## src/pgcc_pkg.sv

```systemverilog
`default_nettype none
package pgcc_pkg;
  // register addresses
  localparam logic [7:0] PGCC_ADDR_CONFIG = 8'h13;
  localparam logic [7:0] PGCC_ADDR_CLKSRC = 8'h14;
  localparam logic [7:0] PGCC_ADDR_PGSRC = 8'h15;
  localparam logic [7:0] PGCC_ADDR_PGMODE = 8'h16;
  localparam logic [7:0] PGCC_ADDR_FAULT = 8'h17;
  // pin_delay_thermal_config fields
  localparam int PGCC_CFG_STARTUP_RANGE = 6;
  localparam int PGCC_CFG_SHUTDOWN_RANGE = 5;
  localparam int PGCC_CFG_CLK_PIN_FUNC = 4;
  localparam int PGCC_CFG_CLK_PIN_PD = 3;
  localparam int PGCC_CFG_EN_PIN_PD = 2;
  localparam int PGCC_CFG_TWARN_LEVEL = 1;
  localparam int PGCC_CFG_SPREAD = 0;
  localparam logic [7:0] PGCC_CFG_WMASK = 8'h7F;
  // clock_source_control fields
  localparam int PGCC_CLK_PLL_EN = 6;
  localparam int PGCC_CLK_MUST_ZERO = 5;
  localparam logic [7:0] PGCC_CLK_WMASK = 8'h7F;
  localparam logic [4:0] PGCC_FREQ_MAX_CODE = 5'h17;
  localparam int PGCC_FREQ_MSB = 4;
  // power_good_source_control fields
  localparam int PGCC_PGS_POL = 7;
  localparam int PGCC_PGS_OD = 6;
  localparam int PGCC_PGS_LR_WIN = 5;
  localparam int PGCC_PGS_BK_WIN = 4;
  // power_good_mode_control fields
  localparam int PGCC_PGM_THERM = 2;
  localparam int PGCC_PGM_FAULT = 1;
  localparam int PGCC_PGM_MODE = 0;
  localparam logic [7:0] PGCC_PGM_WMASK = 8'h07;
  // defaults after device reset
  localparam logic [7:0] PGCC_RST_CONFIG = 8'h00;
  localparam logic [7:0] PGCC_RST_CLKSRC = 8'h00;
  localparam logic [7:0] PGCC_RST_PGSRC = 8'h00;
  localparam logic [7:0] PGCC_RST_PGMODE = 8'h00;
  localparam logic [3:0] PGCC_RST_FAULT = 4'h0;
  // delay step timing, in microseconds
  localparam int PGCC_STEP_FINE_US = 500;
  localparam int PGCC_STEP_COARSE_US = 1000;
  localparam int PGCC_CLK_MHZ = 20;
  localparam int PGCC_STEP_FINE_CYC = PGCC_STEP_FINE_US * PGCC_CLK_MHZ;
  localparam int PGCC_STEP_COARSE_CYC = PGCC_STEP_COARSE_US * PGCC_CLK_MHZ;
  localparam int PGCC_NUM_RAILS = 4;
  localparam logic [3:0] PGCC_DELAY_CODE_FULL = 4'hF;
  // rail index order: buck0, buck1, linreg0, linreg1
  localparam int PGCC_NUM_BUCKS = 2;
endpackage : pgcc_pkg
`default_nettype wire

```

## src/pgcc_rail_if.sv

```systemverilog
`timescale 1ns/1ns
`default_nettype none
interface pgcc_rail_if;
  import pgcc_pkg::*;
  logic [PGCC_NUM_RAILS-1:0] uv_ok;
  logic [PGCC_NUM_RAILS-1:0] ov_ok;
  logic [PGCC_NUM_RAILS-1:0] monitor_en;
  logic lr_window;
  logic bk_window;
  logic [PGCC_NUM_RAILS-1:0] rail_valid;
  modport eval (input uv_ok, ov_ok, monitor_en, lr_window, bk_window, output rail_valid);
  modport ctrl (output uv_ok, ov_ok, monitor_en, lr_window, bk_window, input rail_valid);
endinterface : pgcc_rail_if
`default_nettype wire

```

## src/pgcc_rail_eval.sv

```systemverilog
`timescale 1ns/1ns
`default_nettype none
module pgcc_rail_eval
  import pgcc_pkg::*;
(
  pgcc_rail_if.eval rails
);
  genvar g;
  generate
    for (g = 0; g < PGCC_NUM_RAILS; g++) begin : g_rail
      wire logic win_sel;
      assign win_sel = (g < PGCC_NUM_BUCKS) ? rails.bk_window : rails.lr_window;
      assign rails.rail_valid[g] = rails.uv_ok[g] & (rails.ov_ok[g] | ~win_sel);
    end
  endgenerate
endmodule : pgcc_rail_eval
`default_nettype wire

```

## src/pgcc_step_timer.sv

```systemverilog
`timescale 1ns/1ns
`default_nettype none
module pgcc_step_timer
  import pgcc_pkg::*;
#(
  parameter int FINE_CYC = PGCC_STEP_FINE_CYC,
  parameter int COARSE_CYC = PGCC_STEP_COARSE_CYC
) (
  input wire logic core_clk_in,
  input wire logic rst_b_in,
  input wire logic start_in,
  input wire logic coarse_in,
  input wire logic [3:0] code_in,
  output logic busy_out,
  output logic done_out
);
  logic [31:0] cyc_reg;
  logic [3:0] steps_reg;
  logic busy_reg;
  logic done_reg;
  wire logic [31:0] step_len;
  wire logic step_end;
  assign step_len = coarse_in ? 32'(COARSE_CYC - 1) : 32'(FINE_CYC - 1);
  assign step_end = (cyc_reg == step_len);
  always_ff @(posedge core_clk_in) begin
    if (!rst_b_in) begin
      cyc_reg <= 32'h0;
      steps_reg <= 4'h0;
      busy_reg <= 1'b0;
      done_reg <= 1'b0;
    end else begin
      done_reg <= 1'b0;
      if (start_in) begin
        cyc_reg <= 32'h0;
        steps_reg <= code_in;
        busy_reg <= (code_in != 4'h0);
        done_reg <= (code_in == 4'h0);
      end else if (busy_reg) begin
        cyc_reg <= step_end ? 32'h0 : cyc_reg + 32'h1;
        if (step_end) begin
          steps_reg <= steps_reg - 4'h1;
          busy_reg <= (steps_reg != 4'h1);
          done_reg <= (steps_reg == 4'h1);
        end
      end
    end
  end
  assign busy_out = busy_reg;
  assign done_out = done_reg;
endmodule : pgcc_step_timer
`default_nettype wire

```

## src/pgcc_top.sv

```systemverilog
`timescale 1ns/1ns
`default_nettype none
module pgcc_top
  import pgcc_pkg::*;
#(
  parameter int FINE_CYC = PGCC_STEP_FINE_CYC,
  parameter int COARSE_CYC = PGCC_STEP_COARSE_CYC
) (
  input wire logic core_clk_in,
  input wire logic rst_b_in,
  input wire logic reg_wr_in,
  input wire logic reg_rd_in,
  input wire logic [7:0] reg_addr_in,
  input wire logic [7:0] reg_wdata_in,
  output logic [7:0] reg_rdata_out,
  output logic reg_ack_out,
  input wire logic enable_pin_in,
  input wire logic [3:0] rail_uv_ok_in,
  input wire logic [3:0] rail_ov_ok_in,
  input wire logic thermal_flag_in,
  input wire logic ext_clock_pin_in,
  input wire logic ext_clock_present_in,
  input wire logic second_gp_output_level_in,
  input wire logic gated_window_in,
  output logic second_gp_output_out,
  output logic second_gp_output_oe_b_out,
  output logic ext_clock_route_out,
  output logic clock_pin_pulldown_out,
  output logic enable_pin_pulldown_out,
  output logic thermal_warn_threshold_out,
  output logic spread_spectrum_on_out,
  output logic pll_enable_out,
  output logic use_ext_clock_out,
  output logic [4:0] ext_clock_freq_code_out,
  output logic ext_freq_reserved_out,
  output logic ext_clock_event_out,
  output logic power_good_out,
  output logic power_good_oe_b_out,
  output logic power_good_drive_type_out,
  output logic startup_busy_out,
  output logic startup_done_out,
  output logic shutdown_busy_out,
  output logic shutdown_done_out
);
  ////////////////////////////////////////////////////////////////////////
  // register port
  logic [7:0] cfg_reg;
  logic [7:0] clk_reg;
  logic [7:0] pgs_reg;
  logic [7:0] pgm_reg;
  logic [3:0] fault_reg;
  logic [3:0] fault_next;
  logic [7:0] rdata_reg;
  logic ack_reg;
  wire logic wr_cfg;
  wire logic wr_clk;
  wire logic wr_pgs;
  wire logic wr_pgm;
  wire logic wr_fault;
  wire logic [7:0] rd_mux;

  function automatic logic hit(input logic [7:0] a, input logic [7:0] b);
    hit = (a == b);
  endfunction : hit

  assign wr_cfg = reg_wr_in & hit(reg_addr_in, PGCC_ADDR_CONFIG);
  assign wr_clk = reg_wr_in & hit(reg_addr_in, PGCC_ADDR_CLKSRC);
  assign wr_pgs = reg_wr_in & hit(reg_addr_in, PGCC_ADDR_PGSRC);
  assign wr_pgm = reg_wr_in & hit(reg_addr_in, PGCC_ADDR_PGMODE);
  assign wr_fault = reg_wr_in & hit(reg_addr_in, PGCC_ADDR_FAULT);
  // unmapped addresses read zero and ignore writes
  assign rd_mux = hit(reg_addr_in, PGCC_ADDR_CONFIG) ? cfg_reg :
                  hit(reg_addr_in, PGCC_ADDR_CLKSRC) ? clk_reg :
                  hit(reg_addr_in, PGCC_ADDR_PGSRC) ? pgs_reg :
                  hit(reg_addr_in, PGCC_ADDR_PGMODE) ? pgm_reg :
                  hit(reg_addr_in, PGCC_ADDR_FAULT) ? {4'h0, fault_reg} : 8'h00;

  always_ff @(posedge core_clk_in) begin
    if (!rst_b_in) begin
      cfg_reg <= PGCC_RST_CONFIG;
      clk_reg <= PGCC_RST_CLKSRC;
      pgs_reg <= PGCC_RST_PGSRC;
      pgm_reg <= PGCC_RST_PGMODE;
      rdata_reg <= 8'h00;
      ack_reg <= 1'b0;
    end else begin
      if (wr_cfg) cfg_reg <= reg_wdata_in & PGCC_CFG_WMASK;
      // bit 5 is stored as written; software keeps it clear
      if (wr_clk) clk_reg <= reg_wdata_in & PGCC_CLK_WMASK;
      if (wr_pgs) pgs_reg <= reg_wdata_in;
      if (wr_pgm) pgm_reg <= reg_wdata_in & PGCC_PGM_WMASK;
      if (reg_rd_in) rdata_reg <= rd_mux;
      ack_reg <= reg_wr_in | reg_rd_in;
    end
  end
  assign reg_rdata_out = rdata_reg;
  assign reg_ack_out = ack_reg;

  ////////////////////////////////////////////////////////////////////////
  // pin and clock configuration
  wire logic clk_pin_is_input;
  wire logic pll_on;
  assign clk_pin_is_input = cfg_reg[PGCC_CFG_CLK_PIN_FUNC];
  assign pll_on = clk_reg[PGCC_CLK_PLL_EN];
  // clock pin routing
  // output forced low while the pin is an input, so no stale level leaks out
  assign ext_clock_route_out = clk_pin_is_input;
  assign second_gp_output_out = second_gp_output_level_in & ~clk_pin_is_input;
  assign second_gp_output_oe_b_out = clk_pin_is_input;
  assign clock_pin_pulldown_out = cfg_reg[PGCC_CFG_CLK_PIN_PD];
  assign enable_pin_pulldown_out = cfg_reg[PGCC_CFG_EN_PIN_PD];
  assign thermal_warn_threshold_out = cfg_reg[PGCC_CFG_TWARN_LEVEL];
  assign spread_spectrum_on_out = cfg_reg[PGCC_CFG_SPREAD];
  assign pll_enable_out = pll_on;
  assign ext_clock_freq_code_out = clk_reg[PGCC_FREQ_MSB:0];
  assign ext_freq_reserved_out = (clk_reg[PGCC_FREQ_MSB:0] > PGCC_FREQ_MAX_CODE);

  // presence arrives asynchronously: two-stage sync before use
  logic pres_s1_reg;
  logic pres_s2_reg;
  logic pres_s3_reg;
  logic evt_reg;
  logic use_ext_reg;
  always_ff @(posedge core_clk_in) begin
    if (!rst_b_in) begin
      pres_s1_reg <= 1'b0;
      pres_s2_reg <= 1'b0;
      pres_s3_reg <= 1'b0;
      evt_reg <= 1'b0;
      use_ext_reg <= 1'b0;
    end else begin
      pres_s1_reg <= ext_clock_present_in;
      pres_s2_reg <= pres_s1_reg;
      pres_s3_reg <= pres_s2_reg;
      evt_reg <= pll_on & (pres_s2_reg ^ pres_s3_reg);
      // auto external clock use
      // reserved codes keep the switching clock on the internal oscillator
      use_ext_reg <= pll_on & pres_s2_reg & clk_pin_is_input & ~ext_freq_reserved_out;
    end
  end
  assign use_ext_clock_out = use_ext_reg;
  assign ext_clock_event_out = evt_reg;

  ////////////////////////////////////////////////////////////////////////
  // sequencing delays
  logic en_s1_reg;
  logic en_s2_reg;
  logic en_s3_reg;
  always_ff @(posedge core_clk_in) begin
    if (!rst_b_in) begin
      en_s1_reg <= 1'b0;
      en_s2_reg <= 1'b0;
      en_s3_reg <= 1'b0;
    end else begin
      en_s1_reg <= enable_pin_in;
      en_s2_reg <= en_s1_reg;
      en_s3_reg <= en_s2_reg;
    end
  end
  // enable pulses shorter than a clock period are seen by the timers only if they span a rising clock edge
  wire logic en_rise;
  wire logic en_fall;
  assign en_rise = en_s2_reg & ~en_s3_reg;
  assign en_fall = ~en_s2_reg & en_s3_reg;
  // per-rail delay fields live outside this block: both timers run the full code
  wire logic [3:0] delay_code;
  assign delay_code = PGCC_DELAY_CODE_FULL;

  pgcc_step_timer #(.FINE_CYC(FINE_CYC), .COARSE_CYC(COARSE_CYC)) u_startup (
    .core_clk_in(core_clk_in),
    .rst_b_in(rst_b_in),
    .start_in(en_rise),
    .coarse_in(cfg_reg[PGCC_CFG_STARTUP_RANGE]),
    .code_in(delay_code),
    .busy_out(startup_busy_out),
    .done_out(startup_done_out)
  );
  pgcc_step_timer #(.FINE_CYC(FINE_CYC), .COARSE_CYC(COARSE_CYC)) u_shutdown (
    .core_clk_in(core_clk_in),
    .rst_b_in(rst_b_in),
    .start_in(en_fall),
    .coarse_in(cfg_reg[PGCC_CFG_SHUTDOWN_RANGE]),
    .code_in(delay_code),
    .busy_out(shutdown_busy_out),
    .done_out(shutdown_done_out)
  );

  ////////////////////////////////////////////////////////////////////////
  // power-good evaluation
  logic [3:0] uv_s1_reg;
  logic [3:0] uv_s2_reg;
  logic [3:0] ov_s1_reg;
  logic [3:0] ov_s2_reg;
  logic th_s1_reg;
  logic th_s2_reg;
  logic gw_s1_reg;
  logic gw_s2_reg;
  always_ff @(posedge core_clk_in) begin
    if (!rst_b_in) begin
      uv_s1_reg <= 4'h0;
      uv_s2_reg <= 4'h0;
      ov_s1_reg <= 4'h0;
      ov_s2_reg <= 4'h0;
      th_s1_reg <= 1'b0;
      th_s2_reg <= 1'b0;
      gw_s1_reg <= 1'b0;
      gw_s2_reg <= 1'b0;
    end else begin
      uv_s1_reg <= rail_uv_ok_in;
      uv_s2_reg <= uv_s1_reg;
      ov_s1_reg <= rail_ov_ok_in;
      ov_s2_reg <= ov_s1_reg;
      th_s1_reg <= thermal_flag_in;
      th_s2_reg <= th_s1_reg;
      gw_s1_reg <= gated_window_in;
      gw_s2_reg <= gw_s1_reg;
    end
  end

  pgcc_rail_if rails ();
  assign rails.uv_ok = uv_s2_reg;
  assign rails.ov_ok = ov_s2_reg;
  assign rails.monitor_en = pgs_reg[PGCC_NUM_RAILS-1:0];
  assign rails.lr_window = pgs_reg[PGCC_PGS_LR_WIN];
  assign rails.bk_window = pgs_reg[PGCC_PGS_BK_WIN];
  pgcc_rail_eval u_eval (
    .rails(rails)
  );

  wire logic [3:0] rail_fail;
  wire logic live_ok;
  wire logic mode_ok;
  wire logic pg_valid;
  assign rail_fail = rails.monitor_en & ~rails.rail_valid;
  assign live_ok = (rail_fail == 4'h0);
  // gated mode uses window, continuous always evaluates
  assign mode_ok = pgm_reg[PGCC_PGM_MODE] | gw_s2_reg;

  // gated mode: failures outside the window are not latched
  // fault latch set wins clear
  always_comb begin
    fault_next = fault_reg;
    // clear only where the rail is valid now, so a write cannot hide a failing rail
    if (wr_fault) fault_next = fault_reg & ~(reg_wdata_in[PGCC_NUM_RAILS-1:0] & rails.rail_valid);
    fault_next = fault_next | (rail_fail & {4{mode_ok}});
  end
  always_ff @(posedge core_clk_in) begin
    if (!rst_b_in) fault_reg <= PGCC_RST_FAULT;
    else fault_reg <= fault_next;
  end

  assign pg_valid = mode_ok
                    & (pgm_reg[PGCC_PGM_FAULT] ? (fault_reg == 4'h0) & live_ok : live_ok)
                    & ~(pgm_reg[PGCC_PGM_THERM] & th_s2_reg);

  // registered so the pin never shows a decode glitch
  logic pg_level_reg;
  always_ff @(posedge core_clk_in) begin
    if (!rst_b_in) pg_level_reg <= 1'b0;
    else pg_level_reg <= pg_valid ^ pgs_reg[PGCC_PGS_POL];
  end
  assign power_good_out = pg_level_reg;
  assign power_good_oe_b_out = pgs_reg[PGCC_PGS_OD] & pg_level_reg;
  assign power_good_drive_type_out = pgs_reg[PGCC_PGS_OD];
endmodule : pgcc_top
`default_nettype wire

```

## config.mk

```make
export PLATFORM = sky130hd
export DESIGN_NAME = pgcc_top
export DESIGN_NICKNAME = d
export VERILOG_FILES = /design/src/pgcc_pkg.sv /design/src/pgcc_rail_if.sv /design/src/pgcc_rail_eval.sv /design/src/pgcc_step_timer.sv /design/src/pgcc_top.sv
export SDC_FILE = /design/constraint.sdc
export NUM_CORES = 1
export LEC_CHECK = 0
export BUFFER_PORTS_ARGS = -buffer_cell sky130_fd_sc_hd__buf_2
export CAP_MARGIN = 20
export CORE_MARGIN = 5
export CORE_UTILIZATION = 35
export CTS_CLUSTER_DIAMETER = 30
export DETAILED_ROUTE_END_ITERATION = 8
export GPL_ROUTABILITY_DRIVEN = 0
export PLACE_DENSITY_LB_ADDON = 0.25
export SLEW_MARGIN = 10
export SYNTH_ARGS = -nofsm -noshare
export SYNTH_HDL_FRONTEND = slang
export SYNTH_SLANG_ARGS = --single-unit
export TNS_END_PERCENT = 100
```

## constraint.sdc

```tcl
create_clock -name core_clk_in -period 2.9 [get_ports core_clk_in]
set_input_delay 0.58 -clock core_clk_in [delete_from_list [all_inputs] [get_ports core_clk_in]]
set_output_delay 0.58 -clock core_clk_in [all_outputs]
set_load 0.02 [all_outputs]
```

==> impl_metrics.json, run 1 <==
{
  "status": "complete, no violations",
  "grt_pass1_wl_um": 23300,
  "worstHoldStart": "gated_window_in",
  "worst_pin_slew_ns": 0.723,
  "end_kind": "register",
  "avgViaCountPerCell": 5.03,
  "setup_viol": 0,
  "clock-sinks": 143,
  "synthCells": 677,
  "crit_path_start": "u_shutdown.cyc_reg[0]",
  "drc": 0,
  "place_ws_ns": 0.299,
  "drt.antenna.violating_nets": 0,
  "syn_area_um2": 6190,
  "hold_viol_final": 0,
  "crit_path_frequent_cell": "buf_4",
  "postSynthAreaPerCell_um2": 9.14,
  "fin_ws_ns": 0.654,
  "path_cells": "ha_1, nor4bb_1, nand4_1, nor4_1, buf_4, or3_1, buf_4, nor2_1",
  "yosysWarnings": 0,
  "fp.dieW_um": 143,
  "start_util_pct": 35.8,
  "dp_hpwl_um": 10000,
  "cts_setup_buffers": 0,
  "maxSlewViolCount": 0,
  "dieHeight_um": 143,
  "synth_top_cell_by_area": "dfxtp_1",
  "yosysMostFrequentCell": "dfxtp_1",
  "hold_buffers": 0,
  "crit_path_start_kind": "register",
  "detail_route.wirelength_um": 14000,
  "leakage_nw": 2.85,
  "finClkSkew_ns": 0.0114,
  "worstPathArrival_ns": 2.54,
  "clk_pin_slew_ns": 0.06,
  "period_needed_ns": 2.25,
  "wl_per_cell_um": 14.3,
  "grt-ovfl-total": 0,
  "layout-drive-gt1-share_pct": 16.5,
  "root_buffer": "clkbuf_16",
  "cts.path.max_buffers": 2,
  "crit_fanout": 32,
  "finalCritPeriodShare_pct": 77.5,
  "max-vdd-ir-drop_uv": 443,
  "htreeDepth": 4,
  "yosysSeqAreaShare_pct": 46.3,
  "ys_async_sr_fraction_pct": 0,
  "synth-edff-count": 0,
  "reg2reg_from": "u_shutdown.cyc_reg[0]",
  "final_nets": 780,
  "power_mw": 4.41,
  "slew_headroom_pct": 51.3,
  "critPathMaxStageDelay_ns": 0.38,
  "antenna_found_initial": 0,
  "dp.cells": 946,
  "vias": 4910,
  "first_pass_iters": 5,
  "cts-resized-gates": 0,
  "core-area_um2": 17300,
  "clk_latency_ns": 0.41,
  "grt_max_degree": 41,
  "synth_flop_cell": "dfxtp_1",
  "maxCapViolations": 0,
  "cts_buffers": 17,
  "cp.required_ns": 3.19,
  "yosysUniqueCellTypes": 51,
  "fp.dieArea_um2": 20400,
  "n_antenna_cell": 0,
  "path_class": "reg2reg",
  "synth_commonest_cells": "dfxtp_1, nor2_1, xor2_1",
  "track_usage_pct": 14.2,
  "rows": 48,
  "power.density_nw_per_um2": 601,
  "drt-initial-drc-count": 250,
  "finalSetupTns_ns": 0,
  "max_freq_mhz": 445,
  "cts_tree": "done",
  "grt_setup_unrepaired": "no",
  "io_pins": 66,
  "synth_seq_cells": 143,
  "min_path_type": "in2reg",
  "port_buffers": 64,
  "synth_top_area_share_pct": 46.3,
  "synth_area_leaders": "dfxtp_1, xor2_1, nor2_1",
  "stdcell_count": 976,
  "fill_cells": 1695,
  "grt_pass1_vias": 4775,
  "syn_to_final_growth_pct": 18.5,
  "critPathSlowestCell": "dfxtp_1",
  "synth_nets": 717
}
[stage by stage]
stage          hold WS [ns]  area, um^2  util (%)
6_report              0.365        7330      42.4
5_1_grt               0.347        7330      42.4
4_1_cts               0.346        7330      42.4
3_5_place_dp          0.418        6720      38.9
3_3_place_gp          0.416        6720      38.9
2_1_floorplan         0.412        6190         -
[final timing paths]
path                            end  slack (ns)  cells past startpoint
max          u_shutdown.cyc_reg[10]        0.65                      8
min                       gw_s1_reg        0.37                      2
min reg2reg          rails.uv_ok[1]        0.43                      1
max reg2reg  u_shutdown.cyc_reg[10]        0.65                      8
[layout by cell type, fill, tap and decap left out, types with 15 or more instances in the layout]
cell type	n
xnor2_1	18
xor2_1	49
dfxtp_1	143
nor2_1	112
a21oi_1	19
buf_2	64
and3_1	15
inv_1	21
nand3_1	27
mux2i_1	33
nand2_1	28
and2_1	31
nand4_1	30
clkbuf_16	17
[area by class of cell]
class | instances | area (um^2) | area share [%]
Inverter | 21 | 78.8 | 1.07
Clock inverter | 11 | 158 | 2.15
Multi-Input combinational cell | 479 | 3070 | 41.9
Tap cell | 225 | 282 | 3.84
Clock buffer | 19 | 453 | 6.18
Sequential cell | 143 | 2860 | 39.0
Timing Repair Buffer | 78 | 425 | 5.80
[worst max-delay path, delay by kind of cell (launching register included)]
family                     cells  cell delay, ns
buffers and inverters          2            0.49
DFF                            1            0.38
and+or+nand+nor                5            1.00
adders and majority gates      1            0.25
[where the power goes]
group,switching (mW),internal (mW),leakage (nW)
Combinational,0.101,0.0625,1.39
Sequential,0.0143,1.99,1.16
Clock,0.838,1.40,0.292
Total,0.954,3.45,2.85
[per-layer routing]
layer / global-route usage (%) / up-vias / part of all wire, %
li1: - / 2467 / -
met1: 18.1 / 2353 / 47
met2: 22.9 / 75 / 48
met3: 4.05 / 15 / 3.9
met4: 5.10 / 0 / 1.7
met5: 0 / - / 0
[cells by family (layout without fill, tap and decap cells)]
group | after synthesis | after routing | share of synthesized area, %
AO/OA/AOI/OAI | 58 | 58 | 6.10
multiplexers | 33 | 33 | 5.34
buffers and inverters | 55 | 129 | 4.08
adder cells (fa/ha/maj) | 6 | 6 | 1.21
XOR/XNOR | 67 | 67 | 9.48
flip-flops | 143 | 143 | 46.3
AND/OR/NAND/NOR | 315 | 315 | 27.5
Note: power is estimated with default switching activity, not from simulation.
==> run 2: changes to the inputs <==
- clock period: 2.9 -> 2 ns (I/O delays scaled with it)
==> impl_metrics.json, run 2 (same netlist as run 1, synthesis figures left out) <==
{
  "status": "complete, no violations",
  "cts.path.max_buffers": 2,
  "start_util_pct": 35.8,
  "hold_buffers": 0,
  "grt_setup_unrepaired": "yes",
  "rows": 48,
  "vias": 5024,
  "maxCapViolations": 0,
  "top_usage_layer": "met2",
  "cts_tree": "done",
  "crit_path_start_kind": "register",
  "cts_buffers": 17,
  "grt_pass1_vias": 5078,
  "met3_usage_pct": 4.32,
  "path_cells": "ha_4, nor4b_4, nand4_1, buf_4, nor4_4, buf_4, buf_6, nand4_1, o311a_1",
  "track_usage_pct": 15.0,
  "htreeDepth": 4,
  "clock-sinks": 143,
  "io_pins": 66,
  "fill_cells": 1718,
  "slew_headroom_pct": 69.4,
  "use_met1_pct": 19.3,
  "critPathSlowestCell": "dfxtp_4",
  "avgViaCountPerCell": 4.97,
  "cp.required_ns": 2.30,
  "hold_viol_final": 0,
  "final_common_cell": "dfxtp_1",
  "core-area_um2": 17300,
  "dp.cells": 967,
  "place_ws_ns": -0.300,
  "path_delay_family": "simple AND/OR/NAND/NOR gates",
  "power.density_nw_per_um2": 798,
  "drt.antenna.violating_nets": 0,
  "place_area_um2": 6930,
  "min_path_type": "in2reg",
  "path_class": "reg2reg",
  "whs_ns": 0.186,
  "rrSetupSlack_ns": 0.03,
  "critPathMaxStageDelay_ns": 0.36,
  "leakage_nw": 3.07,
  "wl_per_cell_um": 14.9,
  "crit_fanout": 6,
  "layout-drive-gt1-share_pct": 23.3,
  "n_antenna_cell": 0,
  "grt-ovfl-total": 0,
  "finClkSkew_ns": 0.0116,
  "fp.dieW_um": 143,
  "crit_buf_inv": 3,
  "fin_ws_ns": 0.0292,
  "port_buffers": 64,
  "final_nets": 812,
  "worstPathArrival_ns": 2.27,
  "met2_usage_pct": 24.4,
  "period_needed_ns": 1.97,
  "clk_latency_ns": 0.42,
  "grt_pass1_wl_um": 24700,
  "root_buffer": "clkbuf_16",
  "grt_max_degree": 40,
  "dp_hpwl_um": 10500,
  "stdcell_count": 1010,
  "dieHeight_um": 143,
  "max-vdd-ir-drop_uv": 668,
  "final_area_um2": 7750,
  "detail_route.wirelength_um": 15000,
  "power_mw": 6.18,
  "setup_viol": 0,
  "worst_pin_slew_ns": 0.458,
  "most-common-layout-cells": "dfxtp_1, nor2_1, buf_2",
  "first_pass_iters": 4,
  "finalCritPeriodShare_pct": 98.5,
  "antenna_found_initial": 0,
  "maxSlewViolCount": 0,
  "end_kind": "register",
  "drc": 0,
  "syn_to_final_growth_pct": 25.2,
  "clk_pin_slew_ns": 0.06,
  "drt-initial-drc-count": 276,
  "fp.dieArea_um2": 20400,
  "max_freq_mhz": 507
}
==> run 2: changes by cell type in the layout (fill, tap and decap cells not counted), sizes merged <==
cell / previous run / this run
clkbuf: 19 / 18
bufinv: 3 / 0
buf: 78 / 110
inv: 23 / 29
==> run 2: layout make-up <==
type / instances / area, um^2 / area share, %
multi-input cells: 479 / 3220 / 41.6
flip-flops and latches: 143 / 2880 / 37.1
repair buffers: 110 / 727 / 9.38
clock buffers: 18 / 439 / 5.67
well taps: 225 / 282 / 3.63
clock inverters: 14 / 123 / 1.58
inverters: 21 / 78.8 / 1.02
==> run 2: what timing repair did <==
action,4_1_cts,5_1_grt
setup endpoints to repair,39,72
gates resized for setup,6,27
pin swaps,4,11
setup buffers,2,8
gates cloned,1,0
==> run 2: path summary, 6_finish.rpt <==
path,start,end,cells after the start
max,u_startup.cyc_reg[1],u_startup.steps_reg[2],9
min,rail_uv_ok_in[1],uv_s1_reg[1],2
max reg2reg,u_startup.cyc_reg[1],u_startup.steps_reg[2],9
min reg2reg,gw_s1_reg,gw_s2_reg,1
==> run 2: per-layer routing <==
metal / vias up / share of wire (%)
li1: 2539 / -
met1: 2385 / 47
met2: 86 / 48
met3: 14 / 4.2
met4: 0 / 1.0
met5: - / 0
==> run 2: per-stage QoR <==
stage | util [%] | TNS, ns
3_5_place_dp | 40.1 | -10.03
3_3_place_gp | 40.1 | -8.44
2_1_floorplan | - | -2.71
5_1_grt | 44.8 | -0.736
6_report | 44.8 | 0
4_1_cts | 43.8 | 0
==> run 2: power by group <==
group / total [mW] / switching, mW / leakage [nW] / internal, mW
Combinational: 0.278 / 0.159 / 1.63 / 0.119
Clock: 3.00 / 1.33 / 0.275 / 1.67
Sequential: 2.91 / 0.0239 / 1.16 / 2.89
==> run 3: changes to the inputs <==
- BUFFER_PORTS_ARGS: -buffer_cell sky130_fd_sc_hd__buf_2 -> -buffer_cell sky130_fd_sc_hd__buf_4
==> impl_metrics.json, run 3 (same netlist as run 1, synthesis figures left out) <==
{
  "netSwitchingPower_mw": 1.56,
  "syn_to_final_growth_pct": 27.3,
  "drt-met1-wl_um": 6620,
  "max-vdd-ir-drop_uv": 626,
  "maxCapViolations": 0,
  "clock-sinks": 143,
  "first_pass_iters": 6,
  "seqPwrFrac_pct": 45.8,
  "drt-initial-drc-count": 218,
  "finClkSkew_ns": 0.0124,
  "start_util_pct": 35.8,
  "track_usage_pct": 14.8,
  "maxSlewViolCount": 0,
  "crit_buf_inv": 0,
  "grt_pass1_vias": 4918,
  "setup_viol": 0,
  "cts.path.max_buffers": 2,
  "reg2reg_from": "u_shutdown.cyc_reg[1]",
  "grt-ovfl-total": 0,
  "detail_route.wirelength_um": 14800,
  "path_delay_family": "simple AND/OR/NAND/NOR gates",
  "crit_path_start_kind": "register",
  "io_pins": 66,
  "vias": 5077,
  "grt_pass1_wl_um": 24200,
  "clockPowerShare_pct": 49.7,
  "clk_latency_ns": 0.43,
  "cts_buffers": 17,
  "antenna_found_initial": 0,
  "critPathSlowestCell": "or4b_2",
  "endpoint": "u_shutdown.busy_out",
  "fill_cells": 1656,
  "worst_pin_slew_ns": 0.426,
  "rr_worst_depth": 6,
  "path_class": "reg2reg",
  "hold_viol_final": 0,
  "drt.antenna.violating_nets": 0,
  "final_common_cell": "dfxtp_1",
  "grt_max_degree": 41,
  "combPwrFrac_pct": 4.5,
  "slew_headroom_pct": 70.8,
  "highest_layer": "met4",
  "clk_pin_slew_ns": 0.07,
  "dieHeight_um": 143,
  "root_buffer": "clkbuf_16",
  "rows": 48,
  "critPathMaxStageDelay_ns": 0.71,
  "core-area_um2": 17300,
  "rrSetupSlack_ns": 0.07,
  "final_nets": 811,
  "min_path_type": "in2reg",
  "whs_ns": 0.181,
  "period_needed_ns": 1.93,
  "path_cells": "ha_2, nor4bb_4, nand4_1, or4b_2, a21oi_1, nor2_1",
  "most-common-layout-cells": "dfxtp_1, nor2_1, buf_4",
  "layout-drive-gt1-share_pct": 22.4,
  "power.density_nw_per_um2": 807,
  "path_depth": 6,
  "avgViaCountPerCell": 5.03,
  "n_antenna_cell": 0,
  "port_buffers": 64,
  "crit_fanout": 2,
  "intPower_mw": 4.80,
  "hold_buffers": 0,
  "wl_met2_um": 7320,
  "status": "complete, no violations",
  "crit_path_start": "u_shutdown.cyc_reg[1]",
  "fp.dieW_um": 143,
  "htreeDepth": 4,
  "cp.required_ns": 2.31,
  "leakage_nw": 3.09,
  "max_freq_mhz": 517,
  "finalCritPeriodShare_pct": 96.7,
  "drc": 0,
  "utilization_pct": 45.6,
  "end_kind": "register",
  "dp_hpwl_um": 10600,
  "cts_tree": "done",
  "worstPathArrival_ns": 2.24,
  "swShare_pct": 24.5,
  "wl_per_cell_um": 14.7,
  "r2r-end": "u_shutdown.busy_out",
  "wl_met3_um": 665,
  "fp.dieArea_um2": 20400,
  "grt_setup_unrepaired": "yes"
}
[run 3: cell count changes in the layout (fill, tap and decap cells not counted), sizes merged]
| cell | before | now |
|---|---|---|
| buf | 110 | 109 |
| bufinv | 0 | 1 |
| clkbuf | 18 | 17 |
| clkinvlp | 2 | 0 |
| inv | 29 | 31 |
[run 3: power groups by stage]
stage	clock, mW	sequential [mW]	combinational (mW)
2_1_floorplan	0	2.98	0.148
3_3_place_gp	0	2.97	0.271
3_5_place_dp	0	2.98	0.279
4_1_cts	3.24	2.91	0.280
5_1_grt	3.37	2.92	0.314
6_report	3.16	2.91	0.286
[run 3: final cells by class]
class / instances / area, um^2 / share of cell area (%)
sequential: 143 / 2870 / 36.4
tap: 225 / 282 / 3.57
timing repair buffer: 109 / 847 / 10.8
clock inverter: 15 / 166 / 2.11
inverter: 21 / 78.8 / 1.00
clock buffer: 17 / 425 / 5.40
multi-input combinational: 479 / 3210 / 40.7
[run 3: per-layer routing]
| layer | GRT usage (%) | vias up |
|---|---|---|
| met5 | 0 | - |
| met4 | 5.55 | 0 |
| met3 | 3.99 | 24 |
| met2 | 24.8 | 101 |
| met1 | 18.3 | 2414 |
| li1 | - | 2538 |
[run 3: through the flow]
step | setup TNS (ns) | cells | instance area [um^2] | worst slack [ns] | power, mW
after floorplan | -2.71 | 677 | 6220 | -0.129 | 3.12
after global placement | -7.63 | 970 | 7110 | -0.304 | 3.25
after detailed placement | -8.53 | 970 | 7110 | -0.340 | 3.25
after CTS | 0 | 1002 | 7720 | 0.0261 | 6.43
after global routing | -0.398 | 1009 | 7880 | -0.0488 | 6.60
final | 0 | 1009 | 7880 | 0.0665 | 6.36
[run 3: worst min-delay path by stage]
stage | startpoint | to | slack (ns) | cells after the start
6_report | gated_window_in | gw_s1_reg | 0.18 | 2
5_1_grt | rail_ov_ok_in[1] | ov_s1_reg[1] | 0.16 | 2
4_1_cts | gated_window_in | gw_s1_reg | 0.16 | 2
3_5_place_dp | ov_s1_reg[0] | ov_s2_reg[0] | 0.42 | 1
3_3_place_gp | uv_s1_reg[1] | rails.uv_ok[1] | 0.42 | 1
2_1_floorplan | en_s1_reg | en_s2_reg | 0.41 | 1
[run 3: repair_timing]
action / 4_1_cts / 5_1_grt
setup endpoints to repair: 34 / 74
pin swaps: 3 / 9
buffers inserted: 0 / 7
resized for setup: 2 / 22
[run 3: worst reg2reg max path, stage by stage (launching register included)]
cell	delay, ns
dfxtp_1	0.34
ha_2	0.19
nor4bb_4	0.19
nand4_1	0.18
or4b_2	0.71
a21oi_1	0.16
nor2_1	0.05
